### config.mk
export PLATFORM = sky130hd
export DESIGN_NAME = radio_frame_buffer
export DESIGN_NICKNAME = d
export VERILOG_FILES = /design/src/verilog/radio_frame_buffer.v
export VERILOG_INCLUDE_DIRS = /design/src /design/src/verilog
export SDC_FILE = /design/constraint.sdc
export NUM_CORES = 2
export LEC_CHECK = 0
export ABC_AREA = 1
export BUFFER_PORTS_ARGS = -buffer_cell sky130_fd_sc_hd__buf_4
export CAP_MARGIN = 5
export CORE_MARGIN = 2
export CORE_UTILIZATION = 40
export DETAILED_ROUTE_END_ITERATION = 8
export PLACE_DENSITY = 0.56
export SLEW_MARGIN = 20
export SYNTH_ARGS = -nofsm -noshare
export SYNTH_HDL_FRONTEND = slang
export SYNTH_SLANG_ARGS = --single-unit
export TNS_END_PERCENT = 50
### constraint.sdc
create_clock -name ref_clk -period 7.08 [get_ports ref_clk]
set_input_delay 0.354 -clock ref_clk [delete_from_list [all_inputs] [get_ports ref_clk]]
set_output_delay 0.354 -clock ref_clk [all_outputs]
set_load 0.02 [all_outputs]
### src/verilog/radio_frame_buffer_defs.vh
`ifndef RADIO_FRAME_BUFFER_DEFS_VH
`define RADIO_FRAME_BUFFER_DEFS_VH

// Register indices; byte address is four times the index
`define IDX_TX_POWER_LEVEL      8'h05
`define IDX_BUF_CTRL    8'h08
`define IDX_BUF_DATA    8'h09
`define IDX_BUF_STAT    8'h0A

// Reset values
`define RST_TX_POWER_LEVEL      8'h00
`define RST_BUF_CTRL    8'h00

// tx_power_control fields
`define FCS_AUTO_BIT    7
`define PWR_LVL_MSB     3
`define PWR_LVL_LSB     0

// buffer control fields
`define CTRL_START_BIT  0
`define CTRL_SRAM_BIT   1
`define CTRL_ADDR_MSB   14
`define CTRL_ADDR_LSB   8

// buffer status fields
`define STAT_UR_BIT     0
`define STAT_VALID_BIT  1
`define STAT_LEN_LSB    8

// Buffer geometry
`define BUF_DEPTH       128
`define BUF_AW          7

// Timing: figures in microseconds, clock in MHz
`define CLK_MHZ         200
`define RX_WR_US        32
`define UR_VALID_US     64

// Checksum seed
`define FCS_INIT        16'h0000

`endif

### src/verilog/radio_frame_buffer.v
// Overview of operation
// - Power field bits 3:0 set transmit level
// - Auto checksum bit replaces frame check bytes
// - 128-byte memory, host and baseband ports
// - One frame held, shared for transmit/receive
// - Buffer access only while supply regulator on
// - Contents kept until new frame, sleep or power-on
// - Sleep powers off buffer, data lost
// - Receive overwrite starts 32 us after start
// - Auto-retry receive frames never stored
// - Store payload plus link quality, no length
// - Frame mode prefixes length; SRAM mode hides it
// - Payloads of one byte accepted
// - Read violation when host count >= baseband count
// - Write violation when host count <= baseband count
// - Violations reported only in frame mode
// - Underrun meaningful from 64 us after start
// - New frame during read raises underrun and start
`timescale 1ns/100ps
`include "radio_frame_buffer_defs.vh"

module radio_frame_buffer #(
  parameter RX_WR_DELAY = `RX_WR_US * `CLK_MHZ,   // Cycles before overwrite
  parameter UR_VALID_DLY = `UR_VALID_US * `CLK_MHZ // Cycles before underrun valid
) (
  input  wire        ref_clk,
  input  wire        sys_rst,
  input  wire        clk_en,
  input  wire [31:0] paddr,
  input  wire        psel,
  input  wire        penable,
  input  wire        pwrite,
  input  wire [31:0] pwdata,
  output reg  [31:0] prdata,
  output wire        pready,
  output wire        pslverr,
  input  wire        bb_clk,
  input  wire        bb_rx_start,
  input  wire        bb_rx_valid,
  input  wire        bb_rx_end,
  input  wire [7:0]  bb_rx_byte,
  input  wire [7:0]  bb_rx_len,
  input  wire [7:0]  bb_lqi,
  input  wire        bb_tx_req,
  input  wire        sleep_tx_trigger_pin,
  input  wire        sleep_mode,
  input  wire        power_on_state,
  input  wire        rx_enable,
  input  wire        auto_retry_tx_state,
  output reg  [7:0]  tx_byte,
  output reg         tx_strobe,
  output reg         tx_busy,
  output wire [3:0]  tx_power_level,
  output reg         frame_start_irq,
  output reg         frame_end_irq,
  output reg         buffer_underrun_irq,
  output wire        underrun_valid
);

  // One-hot baseband states
  localparam ST_IDLE = 4'b0001;
  localparam ST_WAIT = 4'b0010;
  localparam ST_RX   = 4'b0100;
  localparam ST_TX   = 4'b1000;

  // Checksum step, reflected polynomial, one byte
  function [15:0] fcs_step;
    input [15:0] crc;
    input [7:0]  dat;
    integer      i;
    reg   [15:0] c;
    begin
      c = crc;
      for (i = 0; i < 8; i = i + 1) begin
        if (c[0] ^ dat[i])
          c = (c >> 1) ^ 16'h8408;
        else
          c = c >> 1;
      end
      fcs_step = c;
    end
  endfunction

  // Pin synchronisers, two stages
  reg  [33:0] sync1_q;                  // First stage
  reg  [33:0] sync2_q;                  // Second stage, read by logic
  wire [33:0] pins = {bb_clk, bb_rx_start, bb_rx_valid, bb_rx_end, bb_rx_byte,
                      bb_rx_len, bb_lqi, bb_tx_req, sleep_tx_trigger_pin, sleep_mode,
                      power_on_state, rx_enable, auto_retry_tx_state};
  always @(posedge ref_clk) begin
    if (sys_rst) begin
      sync1_q <= 34'h000000000;
      sync2_q <= 34'h000000000;
    end else if (clk_en) begin
      sync1_q <= pins;
      sync2_q <= sync1_q;
    end
  end

  // Synchronised views
  wire       s_bclk  = sync2_q[33];
  wire       s_start = sync2_q[32];
  wire       s_valid = sync2_q[31];
  wire       s_end   = sync2_q[30];
  wire [7:0] s_byte  = sync2_q[29:22];
  wire [7:0] s_len   = sync2_q[21:14];
  wire [7:0] s_lqi   = sync2_q[13:6];   // Link quality, aligned with frame end
  wire       s_treq  = sync2_q[5];
  wire       s_trig  = sync2_q[4];
  wire       s_sleep = sync2_q[3];
  wire       s_pon   = sync2_q[2];
  wire       s_rxen  = sync2_q[1];
  wire       s_aret  = sync2_q[0];

  // Edge detection on synchronised pins
  reg        bclk_d_q;                  // Delayed link clock
  reg        trig_d_q;                  // Delayed transmit trigger
  wire       bedge   = s_bclk & ~bclk_d_q;
  wire       trig_up = s_trig & ~trig_d_q;
  wire       pwr_ok  = ~s_sleep & ~s_pon; // Regulator active
  always @(posedge ref_clk) begin
    if (sys_rst) begin
      bclk_d_q <= 1'b0;
      trig_d_q <= 1'b0;
    end else if (clk_en) begin
      bclk_d_q <= s_bclk;
      trig_d_q <= s_trig;
    end
  end

  // Storage and control state
  reg [7:0]  mem [0:`BUF_DEPTH-1];      // Frame store
  reg [7:0]  txpwr_q;                   // tx_power_control
  reg        sram_q;                    // SRAM access mode
  reg [6:0]  sram_addr_q;               // SRAM start address
  reg [7:0]  hcnt_q;                    // Host address counter
  reg        hfirst_q;                  // Next frame access is length
  reg        hrd_q;                     // Burst direction is read
  reg        hact_q;                    // Burst in progress
  reg [7:0]  bcnt_q;                    // Baseband address counter
  reg [7:0]  len_q;                     // Frame length octet
  reg        valid_q;                   // Contents valid
  reg        ur_q;                      // Sticky underrun flag
  reg [3:0]  st_q;                      // Baseband state
  reg [15:0] tmr_q;                     // Delay after frame start
  reg [15:0] urt_q;                     // Underrun-valid timer
  reg        urv_q;                     // Underrun-valid level
  reg [15:0] crc_q;                     // Running checksum

  assign tx_power_level = txpwr_q[`PWR_LVL_MSB:`PWR_LVL_LSB];
  assign underrun_valid = urv_q;

  // APB decode
  wire [7:0] idx    = paddr[9:2];
  wire       setup  = psel & ~penable;
  wire       access = psel & penable & clk_en;
  wire       wr     = access & pwrite;
  wire       rd     = access & ~pwrite;
  wire       hit    = (idx == `IDX_TX_POWER_LEVEL) | (idx == `IDX_BUF_CTRL) |
                      (idx == `IDX_BUF_DATA) | (idx == `IDX_BUF_STAT);
  wire       dat_ok = pwr_ok & (idx == `IDX_BUF_DATA);
  wire       dwr    = wr & dat_ok;
  wire       drd    = rd & dat_ok;
  wire       burst  = wr & (idx == `IDX_BUF_CTRL) & pwdata[`CTRL_START_BIT];
  wire [6:0] haddr  = hcnt_q[6:0];

  // Zero-wait slave; error on unmapped or powered-down data port
  assign pready  = psel & penable;
  assign pslverr = psel & penable & (~hit | ((idx == `IDX_BUF_DATA) & ~pwr_ok));

  // Read data captured in the setup cycle
  always @(posedge ref_clk) begin
    if (sys_rst) begin
      prdata <= 32'h00000000;
    end else if (clk_en & setup) begin
      case (idx)
        `IDX_TX_POWER_LEVEL:   prdata <= {24'h000000, txpwr_q};
        `IDX_BUF_CTRL: prdata <= {17'h00000, sram_addr_q, 6'h00, sram_q, 1'b0};
        `IDX_BUF_STAT: prdata <= {16'h0000, len_q, 6'h00, valid_q, ur_q};
        `IDX_BUF_DATA: begin
          if (~pwr_ok | ~valid_q)
            prdata <= 32'h00000000;
          else if (hfirst_q & ~sram_q)
            prdata <= {24'h000000, len_q};
          else
            prdata <= {24'h000000, mem[haddr]};
        end
        default:       prdata <= 32'h00000000;
      endcase
    end
  end

  // Violation checks on host data accesses
  wire fb_data = ~sram_q & ~hfirst_q;   // Payload access in frame mode
  wire rd_viol = drd & fb_data & (st_q == ST_RX) & (hcnt_q >= bcnt_q);
  wire wr_viol = dwr & fb_data & (st_q == ST_TX) & (hcnt_q <= bcnt_q);
  wire new_rx  = bedge & s_start & s_rxen & ~s_aret & pwr_ok & (st_q != ST_TX);
  wire late_rd = new_rx & hact_q & hrd_q & ~sram_q;
  wire ur_set  = (rd_viol | wr_viol | late_rd) & ~sram_q;

  // Host registers and host counter
  always @(posedge ref_clk) begin
    if (sys_rst) begin
      txpwr_q     <= `RST_TX_POWER_LEVEL;
      sram_q      <= 1'b0;
      sram_addr_q <= 7'h00;
      hcnt_q      <= 8'h00;
      hfirst_q    <= 1'b1;
      hrd_q       <= 1'b0;
      hact_q      <= 1'b0;
      ur_q        <= 1'b0;
    end else if (clk_en) begin
      // Software writes; power field and checksum enable
      if (wr & (idx == `IDX_TX_POWER_LEVEL))
        txpwr_q <= pwdata[7:0];
      if (wr & (idx == `IDX_BUF_CTRL)) begin
        sram_q      <= pwdata[`CTRL_SRAM_BIT];
        sram_addr_q <= pwdata[`CTRL_ADDR_MSB:`CTRL_ADDR_LSB];
      end
      // New burst restarts host counter
      if (burst) begin
        hcnt_q   <= pwdata[`CTRL_SRAM_BIT] ?
                    {1'b0, pwdata[`CTRL_ADDR_MSB:`CTRL_ADDR_LSB]} : 8'h00;
        hfirst_q <= ~pwdata[`CTRL_SRAM_BIT];
        hact_q   <= 1'b0;
      end else if (dwr | drd) begin
        hact_q <= 1'b1;
        hrd_q  <= drd;
        if (hfirst_q & ~sram_q)
          hfirst_q <= 1'b0;                        // Length octet done
        else
          hcnt_q <= {1'b0, haddr + 7'h01};
      end
      // Sticky underrun; set wins over clear
      if (ur_set)
        ur_q <= 1'b1;
      else if (wr & (idx == `IDX_BUF_STAT) & pwdata[`STAT_UR_BIT])
        ur_q <= 1'b0;
    end
  end

  // Underrun pulse output
  always @(posedge ref_clk) begin
    if (sys_rst)
      buffer_underrun_irq <= 1'b0;
    else if (clk_en)
      buffer_underrun_irq <= ur_set;
  end

  // Transmit byte selection with checksum substitution
  wire       fcs_on  = txpwr_q[`FCS_AUTO_BIT];
  wire [7:0] fcs_lo  = len_q - 8'h02;
  wire       in_fcs  = fcs_on & (len_q >= 8'h02) & (bcnt_q >= fcs_lo);
  wire [7:0] tx_sel  = ~in_fcs ? mem[bcnt_q[6:0]] :
                       (bcnt_q == fcs_lo) ? crc_q[7:0] : crc_q[15:8];
  wire       tx_last = (bcnt_q + 8'h01 >= len_q);  // One-byte frames end at once

  // Baseband state machine
  always @(posedge ref_clk) begin
    if (sys_rst) begin
      st_q            <= ST_IDLE;
      bcnt_q          <= 8'h00;
      tmr_q           <= 16'h0000;
      urt_q           <= 16'h0000;
      urv_q           <= 1'b0;
      crc_q           <= `FCS_INIT;
      len_q           <= 8'h00;
      valid_q         <= 1'b0;
      tx_byte         <= 8'h00;
      tx_strobe       <= 1'b0;
      tx_busy         <= 1'b0;
      frame_start_irq <= 1'b0;
      frame_end_irq   <= 1'b0;
    end else if (clk_en) begin
      tx_strobe       <= 1'b0;
      frame_start_irq <= 1'b0;
      frame_end_irq   <= 1'b0;
      // Underrun-valid timer after frame start
      if (new_rx) begin
        urt_q <= 16'h0000;
        urv_q <= 1'b0;
      end else if (~urv_q & (st_q != ST_IDLE)) begin
        if (urt_q >= UR_VALID_DLY[15:0] - 16'h0001)
          urv_q <= 1'b1;
        urt_q <= urt_q + 16'h0001;
      end
      // Host writes length to begin a new transmit frame
      if (dwr & hfirst_q & ~sram_q) begin
        len_q   <= pwdata[7:0];
        valid_q <= 1'b1;
      end
      if (~pwr_ok) begin
        // Sleep or power-on: buffer unpowered, frame lost
        st_q    <= ST_IDLE;
        valid_q <= 1'b0;
        tx_busy <= 1'b0;
      end else begin
        case (st_q)
          ST_IDLE: begin
            if (new_rx) begin
              st_q            <= ST_WAIT;
              tmr_q           <= 16'h0000;
              frame_start_irq <= 1'b1;
            end else if (trig_up) begin
              st_q    <= ST_TX;
              bcnt_q  <= 8'h00;
              crc_q   <= `FCS_INIT;
              tx_busy <= 1'b1;
            end
          end
          ST_WAIT: begin
            // Hold off overwrite until delay elapses
            if (tmr_q >= RX_WR_DELAY[15:0] - 16'h0001) begin
              st_q    <= ST_RX;
              bcnt_q  <= 8'h00;
              valid_q <= 1'b1;
            end else begin
              tmr_q <= tmr_q + 16'h0001;
            end
          end
          ST_RX: begin
            // Payload bytes then link quality; length kept apart
            if (bedge & s_end) begin
              mem[bcnt_q[6:0]] <= s_lqi;
              len_q            <= s_len;
              frame_end_irq    <= 1'b1;
              st_q             <= ST_IDLE;
            end else if (bedge & s_valid & ~bcnt_q[7]) begin
              mem[bcnt_q[6:0]] <= s_byte;
              bcnt_q           <= bcnt_q + 8'h01;
            end
          end
          ST_TX: begin
            // One byte per baseband request
            if (bedge & s_treq) begin
              tx_byte   <= tx_sel;
              tx_strobe <= 1'b1;
              if (~in_fcs)
                crc_q <= fcs_step(crc_q, mem[bcnt_q[6:0]]);
              if (tx_last) begin
                st_q    <= ST_IDLE;
                tx_busy <= 1'b0;
              end else begin
                bcnt_q <= bcnt_q + 8'h01;
              end
            end
          end
          default: st_q <= ST_IDLE;
        endcase
      end
      // Host payload write into shared store
      if (dwr & ~(hfirst_q & ~sram_q) & ~(st_q == ST_RX))
        mem[haddr] <= pwdata[7:0];
    end
  end

endmodule // radio_frame_buffer

# --- Yosys cells after proc, flatten, opt, wreduce, memory -nomap -nowiden ---
# Memory sizes are Yosys's and may differ from the RTL's. A register that Yosys moved wholly into a read port is not among the register bits.
# Cells that the tools add are included.
totals:
  regBits: 213
  mem_bits_rw: 1024
  in_bits: 104
  output_inout_bits: 52
  word_cells: 324
  memories: 1
mem_list:
  columns: ["name", "depth", "width", "rd", "rd_ports_with_merged_regs", "write_ports", "line_no", "source"]
  rows:
  - ["mem", 128, 8, 2, 2, 1, "radio_frame_buffer.v:132", "reg [7:0] mem [0:`BUF_DEPTH-1];"]
classes:
  add_sub_neg: 5
  order_cmp: 7
  eq_ne: 30
  mux: 140
  bitwise: 90
  n_reduce_logical: 24
op_table:
  columns: ["op", "n"]
  rows:
  - ["$mux W16", 58]
  - ["$mux W8", 20]
  - ["$pmux W16 S2", 2]
  - ["$pmux W16 S4", 1]
  - ["$and A1 B1 Y1", 47]
  - ["$mux W1", 43]
  - ["$mux W7", 6]
  - ["$add A16 B1 Y16 const B", 2]
  - ["$pmux W8 S4", 1]
  - ["$mux W4", 7]
  - ["$eq A8 B4 Y1 const B", 3]
  - ["$ge A8 B8 Y1", 3]
  - ["$not A2 Y3", 8]
  - ["$ne A2 B2 Y1 const B", 10]
  - ["$not A1 Y1", 18]
  - ["$ge A16 B13 Y1 const B", 1]
  - ["$ge A16 B14 Y1 const B", 1]
  - ["$pmux W4 S4", 1]
  - ["$ne A3 B3 Y1 const B", 5]
  - ["$reduce_bool A2 Y1", 7]
  - ["$reduce_and A3 Y1", 4]
  - ["$reduce_and A6 Y1", 2]
  - ["$reduce_and A10 Y1", 1]
  - ["$reduce_and A2 Y1", 5]
  - ["other kinds (24)", 40]

# --- Logic depth before layout (Yosys ltp) ---
depth:
  ltp_word: 62
  ltp_mapped: 21
  depth_no_buf: 18

# --- Worst setup path before layout ---
# Ideal clock, no wire load.
synth_path:
  path_kind: "input port to flip-flop"
  startpoint: "in paddr[7]"
  endpoint: "mem mem[0][0] (data pin)"
  setup_time_ns: 0.968
  t_arrival_ns: 5.300
  required_ns: 6.112
  slack_ns: 0.812
  stages: 8
  n_path_buf: 1
  cell_sequence: "nor2_1 > nand2_1 > nor2_1 > inv_1 > nor4_4 > nand4_4 > clkbuf_1 > a31oi_1"
synth_between:
  elab_chain_len: 11
synth_lines:
  columns: ["element", "line_no", "source"]
  rows:
  - ["from (decl)", "radio_frame_buffer.v:29", "input wire [31:0] paddr,"]
  - ["$eq A8 B4 Y1", null, null]
  - ["$and A1 B1 Y1", "radio_frame_buffer.v:161", "wire dat_ok = pwr_ok & (idx == `IDX_BUF_DATA);"]
  - ["$and A1 B1 Y1", "radio_frame_buffer.v:162", "wire dwr = wr & dat_ok;"]
  - ["$and A1 B1 Y1 (2 in a row)", "radio_frame_buffer.v:352", "if (dwr & ~(hfirst_q & ~sram_q) & ~(st_q == ST_RX))"]
  - ["$mux W1", "radio_frame_buffer.v:352", null]
  - ["$mux W1", "radio_frame_buffer.v:274", "end else if (clk_en) begin"]
  - ["$mux W1", "radio_frame_buffer.v:260", "if (sys_rst) begin"]
  - ["$mux W1 (implied by the code)", "radio_frame_buffer.v:353", "mem[haddr] <= pwdata[7:0];"]
  - ["$reduce_or A8 Y1 (no source line)", null, null]
  - ["$mux W8 (no source line)", null, null]
  - ["to (decl)", "radio_frame_buffer.v:132", null]
# Every way passes these cells.

# --- Final worst setup path ---
layout_path:
  startpoint: "reg sync2_q[2]"
  endpoint: "mem mem[41][6] (enable)"
layout_between:
  elab_chain_len: 12
  word_cells_on_any_way: 22
  classes_between: "mux (14); bitwise (7); reduce/logical (1)"
layout_lines:
  columns: ["element", "line_no", "source"]
  rows:
  - ["from (decl)", "radio_frame_buffer.v:86", "reg [33:0] sync2_q;"]
  - ["from (signal assigned)", "radio_frame_buffer.v:96", "sync2_q <= sync1_q;"]
  - ["$not A1 Y1 *", "radio_frame_buffer.v:120", "wire pwr_ok = ~s_sleep & ~s_pon;"]
  - ["$and A1 B1 Y1 *", "radio_frame_buffer.v:120", null]
  - ["$and A1 B1 Y1", "radio_frame_buffer.v:161", null]
  - ["$and A1 B1 Y1", "radio_frame_buffer.v:162", null]
  - ["$and A1 B1 Y1 (2 in a row)", "radio_frame_buffer.v:352", null]
  - ["$mux W1", "radio_frame_buffer.v:352", null]
  - ["$mux W1", "radio_frame_buffer.v:274", null]
  - ["$mux W1", "radio_frame_buffer.v:260", null]
  - ["$mux W1 (implied by the code)", "radio_frame_buffer.v:353", null]
  - ["$reduce_or A8 Y1 (no source line)", null, null]
  - ["$mux W7 (no source line) or $mux W1 (tied branches)", null, null]
# Every way passes the cells marked *; elsewhere a longest branch is shown, timed or not.

==> parameters.txt <==
Parameter                              Value

Floorplanning
  Die Ht ... 394.5 um
  Die X-Extent ... 394.5 um
  Std-Cell Core Area ... 151,700 um2
  Io pins ... 156
  Number of placement rows ... 143
  Die footprint ... 155,600 um2
  Initial core utilization ... 40.20%

Timing
  Setup repair after global routing missed its margin ... false
  Headroom to the max-slew limit ... 25.85%
  Worst clock skew ... 24.39 ps
  Number of failing setup endpoints in the final timing report ... 0
  Measured slew at the worst slew-check pin ... 1112 ps
  Min cycle time layout ... 4917 ps
  Total count of max-transition violations in the final report ... 0
  Final Hold Vio Count ... 0
  Final Hold Slack ... 65.30 ps
  Achievable frequency ... 203.4 MHz
  Final critical-path setup slack ... 2163 ps
  Summed negative setup slack over all endpoints ... 0 ps
  Fin crit share ... 69.45%

Clock network
  Deepest clock path buffer count ... 3
  CTS tree ... built
  Clk pin slew, worst setup/hold paths ... 60 ps
  H-tree levels ... 4
  Clock network latency to the later pin of the worst-skew pair ... 780 ps
  Number of buffers created by CTS ... 140
  Library cell used as clock root buffer ... sky130_fd_sc_hd__clkbuf_16
  Clock tree sinks ... 1,234
  Cts repair resizes ... 0

Logic synthesis
  Library cells used by synthesis ... 48
  Leading post-synthesis cells by cell area ... sky130_fd_sc_hd__edfxtp_1 (50%), sky130_fd_sc_hd__nand2_1 (10%), sky130_fd_sc_hd__nand3_1 (8.8%), sky130_fd_sc_hd__dfxtp_1 (6.9%), sky130_fd_sc_hd__o21ai_0 (6.3%)
  Count leader, synth ... sky130_fd_sc_hd__nand2_1
  Share of async-settable or async-resettable flops after synthesis ... 0%
  Count of flip-flops with a built-in enable after synthesis ... 1,024
  Largest area contributor in the synthesized netlist ... sky130_fd_sc_hd__edfxtp_1
  Register bit count reported by yosys ... 1,234
  Warning count from the yosys run ... 0
  Portion of the post-synthesis area used by sequential elements ... 57.30%
  Most used DFF post-synth ... sky130_fd_sc_hd__edfxtp_1
  Syn Std Cell Area ... 61,000 um2
  Commonest cells post-synth ... sky130_fd_sc_hd__nand2_1 (1,656), sky130_fd_sc_hd__nand3_1 (1,071), sky130_fd_sc_hd__edfxtp_1 (1,024)
  Area fraction of the dominant cell type after synthesis ... 50.41%
  Average footprint of a synthesized cell ... 8.694 um2
  Syn Inst Count ... 7,016

Setup path
  Critical path class ... register to register
  Worst R2R End ... mem[41][6]$_DFFE_PP_
  CP Capture Point ... mem[41][6]$_DFFE_PP_
  R2r startpoint ... sync2_q[2]$_SDFFE_PP0P_
  Crit start category ... register
  Critical Path AT ... 5310 ps
  Max Fanout on Critical Path ... 18
  Kind of end point of the critical path ... register
  Worst path required time ... 7480 ps
  Beginning of the critical path ... sync2_q[2]$_SDFFE_PP0P_
  Worst Reg-to-Reg Cells ... 11
  Minimum setup slack among reg-to-reg paths ... 2160 ps

Route
  Avg WL per Cell ... 24.20 um
  Detail Route Antenna Nets ... 0
  Aggregate routed wire length ... 218,700 um
  Violation count after the first detailed-routing iteration ... 7,002
  DRC violations left ... 0
  Via count ... 53,340
  Pre-Repair DR Iteration Count ... 9
  Routed vias/inst ... 5.902

Flow run
  Number of maximum-capacitance constraint violations ... 0

Global routing
  Number of antenna violations at the first check in global routing ... 10
  Overflow after GRT ... 0
  Vias in the first global route ... 50,250
  Wire length of the first global-routing pass ... 322,100 um
  Overall track demand over capacity in global routing ... 27.20%
  Maximum number of pins on one net before global-route repair ... 179

Hold path
  Class of the tightest hold or removal check ... primary input to register

Outcome
  Outcome ... completed

Final layout
  Number of fillers in the final layout ... 14,630
  Nets@finish ... 7,024
  Cell area after layout ... 68,500 um2
  Layout Area Growth over Synthesis ... 12.31%
  Fraction of layout instances using a drive strength above 1 ... 6.611%
  Post-Layout Cell Count ... 9,037
  Sequential cell area ... 34,980 um2
  Area occupied by multi-input gates ... 23,460 um2

Place
  # placed instances ... 8,727
  GP Congestion ... 0.9018
  HPWL after detailed placement ... 128,600 um
  Instance area after placement ... 63,220 um2
  IO buf count ... 98
  Placement-stage worst setup slack ... 1662 ps

Power
  Switching share of total power ... 29.87%
  Reg power frac ... 42.5%
  Largest vdd supply drop ... 0.2101 mV
  Cell-internal power ... 13.28 mW
  Power per cell area ... 276.5 nW/um2
  Leakage ... 24.81 nW
  Switching power total ... 5.659 mW
  Share of power burned in the clock network ... 39.9%
  Share of total power in combinational logic ... 17.6%
==> logic make-up after synthesis <==
logic type | Yosys count | synth area share, %
AND/OR/NAND/NOR | 3736 | 25.70
AO/OA/AOI/OAI | 1309 | 11.61
flip-flops | 1234 | 57.30
buffers and inverters | 689 | 4.527
adder cells (fa/ha/maj) | 28 | 0.5744
XOR/XNOR | 19 | 0.2728
other | 1 | 0.006148
==> metrics by stage <==
stage / utilization [%] / total power, mW
CTS: 45.15 / 18.92
detailed placement: 41.67 / 11.41
global placement: 41.67 / 11.39
global route: 45.15 / 19.55
floorplan: - / 10.17
finish: 45.15 / 18.94
==> metal layers <==
metal / vias to the layer above / global-route usage [%] / part of all wire [%]
li1: 24210 / - / -
met1: 25640 / 36.43 / 40
met2: 2943 / 42.56 / 45
met3: 531 / 5.293 / 9.7
met4: 6 / 12.60 / 4.7
met5: - / 0 / 0.019
==> sequential cells by signal, summed over array words and instances (netlist names), 4 cells and up, named ones only <==
name	flops
mem	1024
sync1_q	34
sync2_q	34
crc_q	16
prdata	16
tmr_q	16
urt_q	16
bcnt_q	8
len_q	8
tx_byte	8
txpwr_q	8
hcnt_q	7
sram_addr_q	7
st_q	4
==> layout make-up <==
cell class / instances / share of cell area (%)
Timing Repair Buffer: 242 / 3.083
Inverter: 166 / 0.9607
Clock buffer: 184 / 5.786
Clock inverter: 70 / 1.138
Antenna cell: 3 / 0.01096
Sequential cell: 1234 / 51.07
Tap cell: 2030 / 3.708
Multi-Input combinational cell: 5108 / 34.25
==> power groups by stage <==
stage	sequential (mW)	combinational [mW]	clock, mW
CTS	8.04	3.25	7.63
floorplan	8.14	2.03	0
global placement	8.20	3.19	0
finish	8.05	3.34	7.56
detailed placement	8.20	3.21	0
global route	8.05	3.57	7.92
==> critical path, stage by stage (launching register included) <==
cell and delay [ps]:
sky130_fd_sc_hd__dfxtp_1 330, sky130_fd_sc_hd__nor2_4 250, sky130_fd_sc_hd__inv_2 160, sky130_fd_sc_hd__nor4_4 410, sky130_fd_sc_hd__nand4_4 470, sky130_fd_sc_hd__inv_2 420, sky130_fd_sc_hd__o21a_1 270, sky130_fd_sc_hd__inv_1 120
sky130_fd_sc_hd__nor3_1 330, sky130_fd_sc_hd__nand2_1 730, sky130_fd_sc_hd__buf_4 440, sky130_fd_sc_hd__nor2_1 560
==> cells in the final DEF, fill, tap and decap left out, types with 13 or more instances in the layout <==
cell                            count
sky130_fd_sc_hd__a31oi_1           14
sky130_fd_sc_hd__nand2_1         1655
sky130_fd_sc_hd__inv_1            138
sky130_fd_sc_hd__xor2_1            17
sky130_fd_sc_hd__buf_12            13
sky130_fd_sc_hd__dlygate4sd3_1     53
sky130_fd_sc_hd__ha_1              28
sky130_fd_sc_hd__nor3_1            32
sky130_fd_sc_hd__o21ai_0          772
sky130_fd_sc_hd__a211oi_1          20
sky130_fd_sc_hd__conb_1            16
sky130_fd_sc_hd__buf_4            176
sky130_fd_sc_hd__nor2_1           914
sky130_fd_sc_hd__clkbuf_1          28
sky130_fd_sc_hd__bufinv_16         16
sky130_fd_sc_hd__edfxtp_1        1024
sky130_fd_sc_hd__clkinv_2          21
sky130_fd_sc_hd__clkbuf_16        152
sky130_fd_sc_hd__o211ai_1          22
sky130_fd_sc_hd__nand4_1           18
sky130_fd_sc_hd__inv_2             15
sky130_fd_sc_hd__clkinv_1          30
sky130_fd_sc_hd__o22ai_1          248
sky130_fd_sc_hd__nand3_1         1071
sky130_fd_sc_hd__a21oi_1          201
sky130_fd_sc_hd__dfxtp_1          201
==> how the worst min path moves through the flow <==
stage	from	depth (start not counted)	slack, ps	to
5_1_grt	paddr[3]	5	80	prdata[15]$_SDFFE_PP0P_
2_1_floorplan	tmr_q[13]$_SDFFE_PP0P_	2	420	tmr_q[13]$_SDFFE_PP0P_
6_report	paddr[3]	5	70	prdata[15]$_SDFFE_PP0P_
3_5_place_dp	tmr_q[15]$_SDFFE_PP0P_	2	430	tmr_q[15]$_SDFFE_PP0P_
4_1_cts	paddr[3]	5	20	prdata[15]$_SDFFE_PP0P_
3_3_place_gp	tmr_q[14]$_SDFFE_PP0P_	2	430	tmr_q[14]$_SDFFE_PP0P_
==> repair_timing <==
item / 4_1_cts / 5_1_grt
setup endpoints to repair: 0 / 0
buffers inserted: 0 / 0
hold endpoints to repair: 100 / 0
hold buffers: 53 / 0
Power figures use the tool's default switching activity.
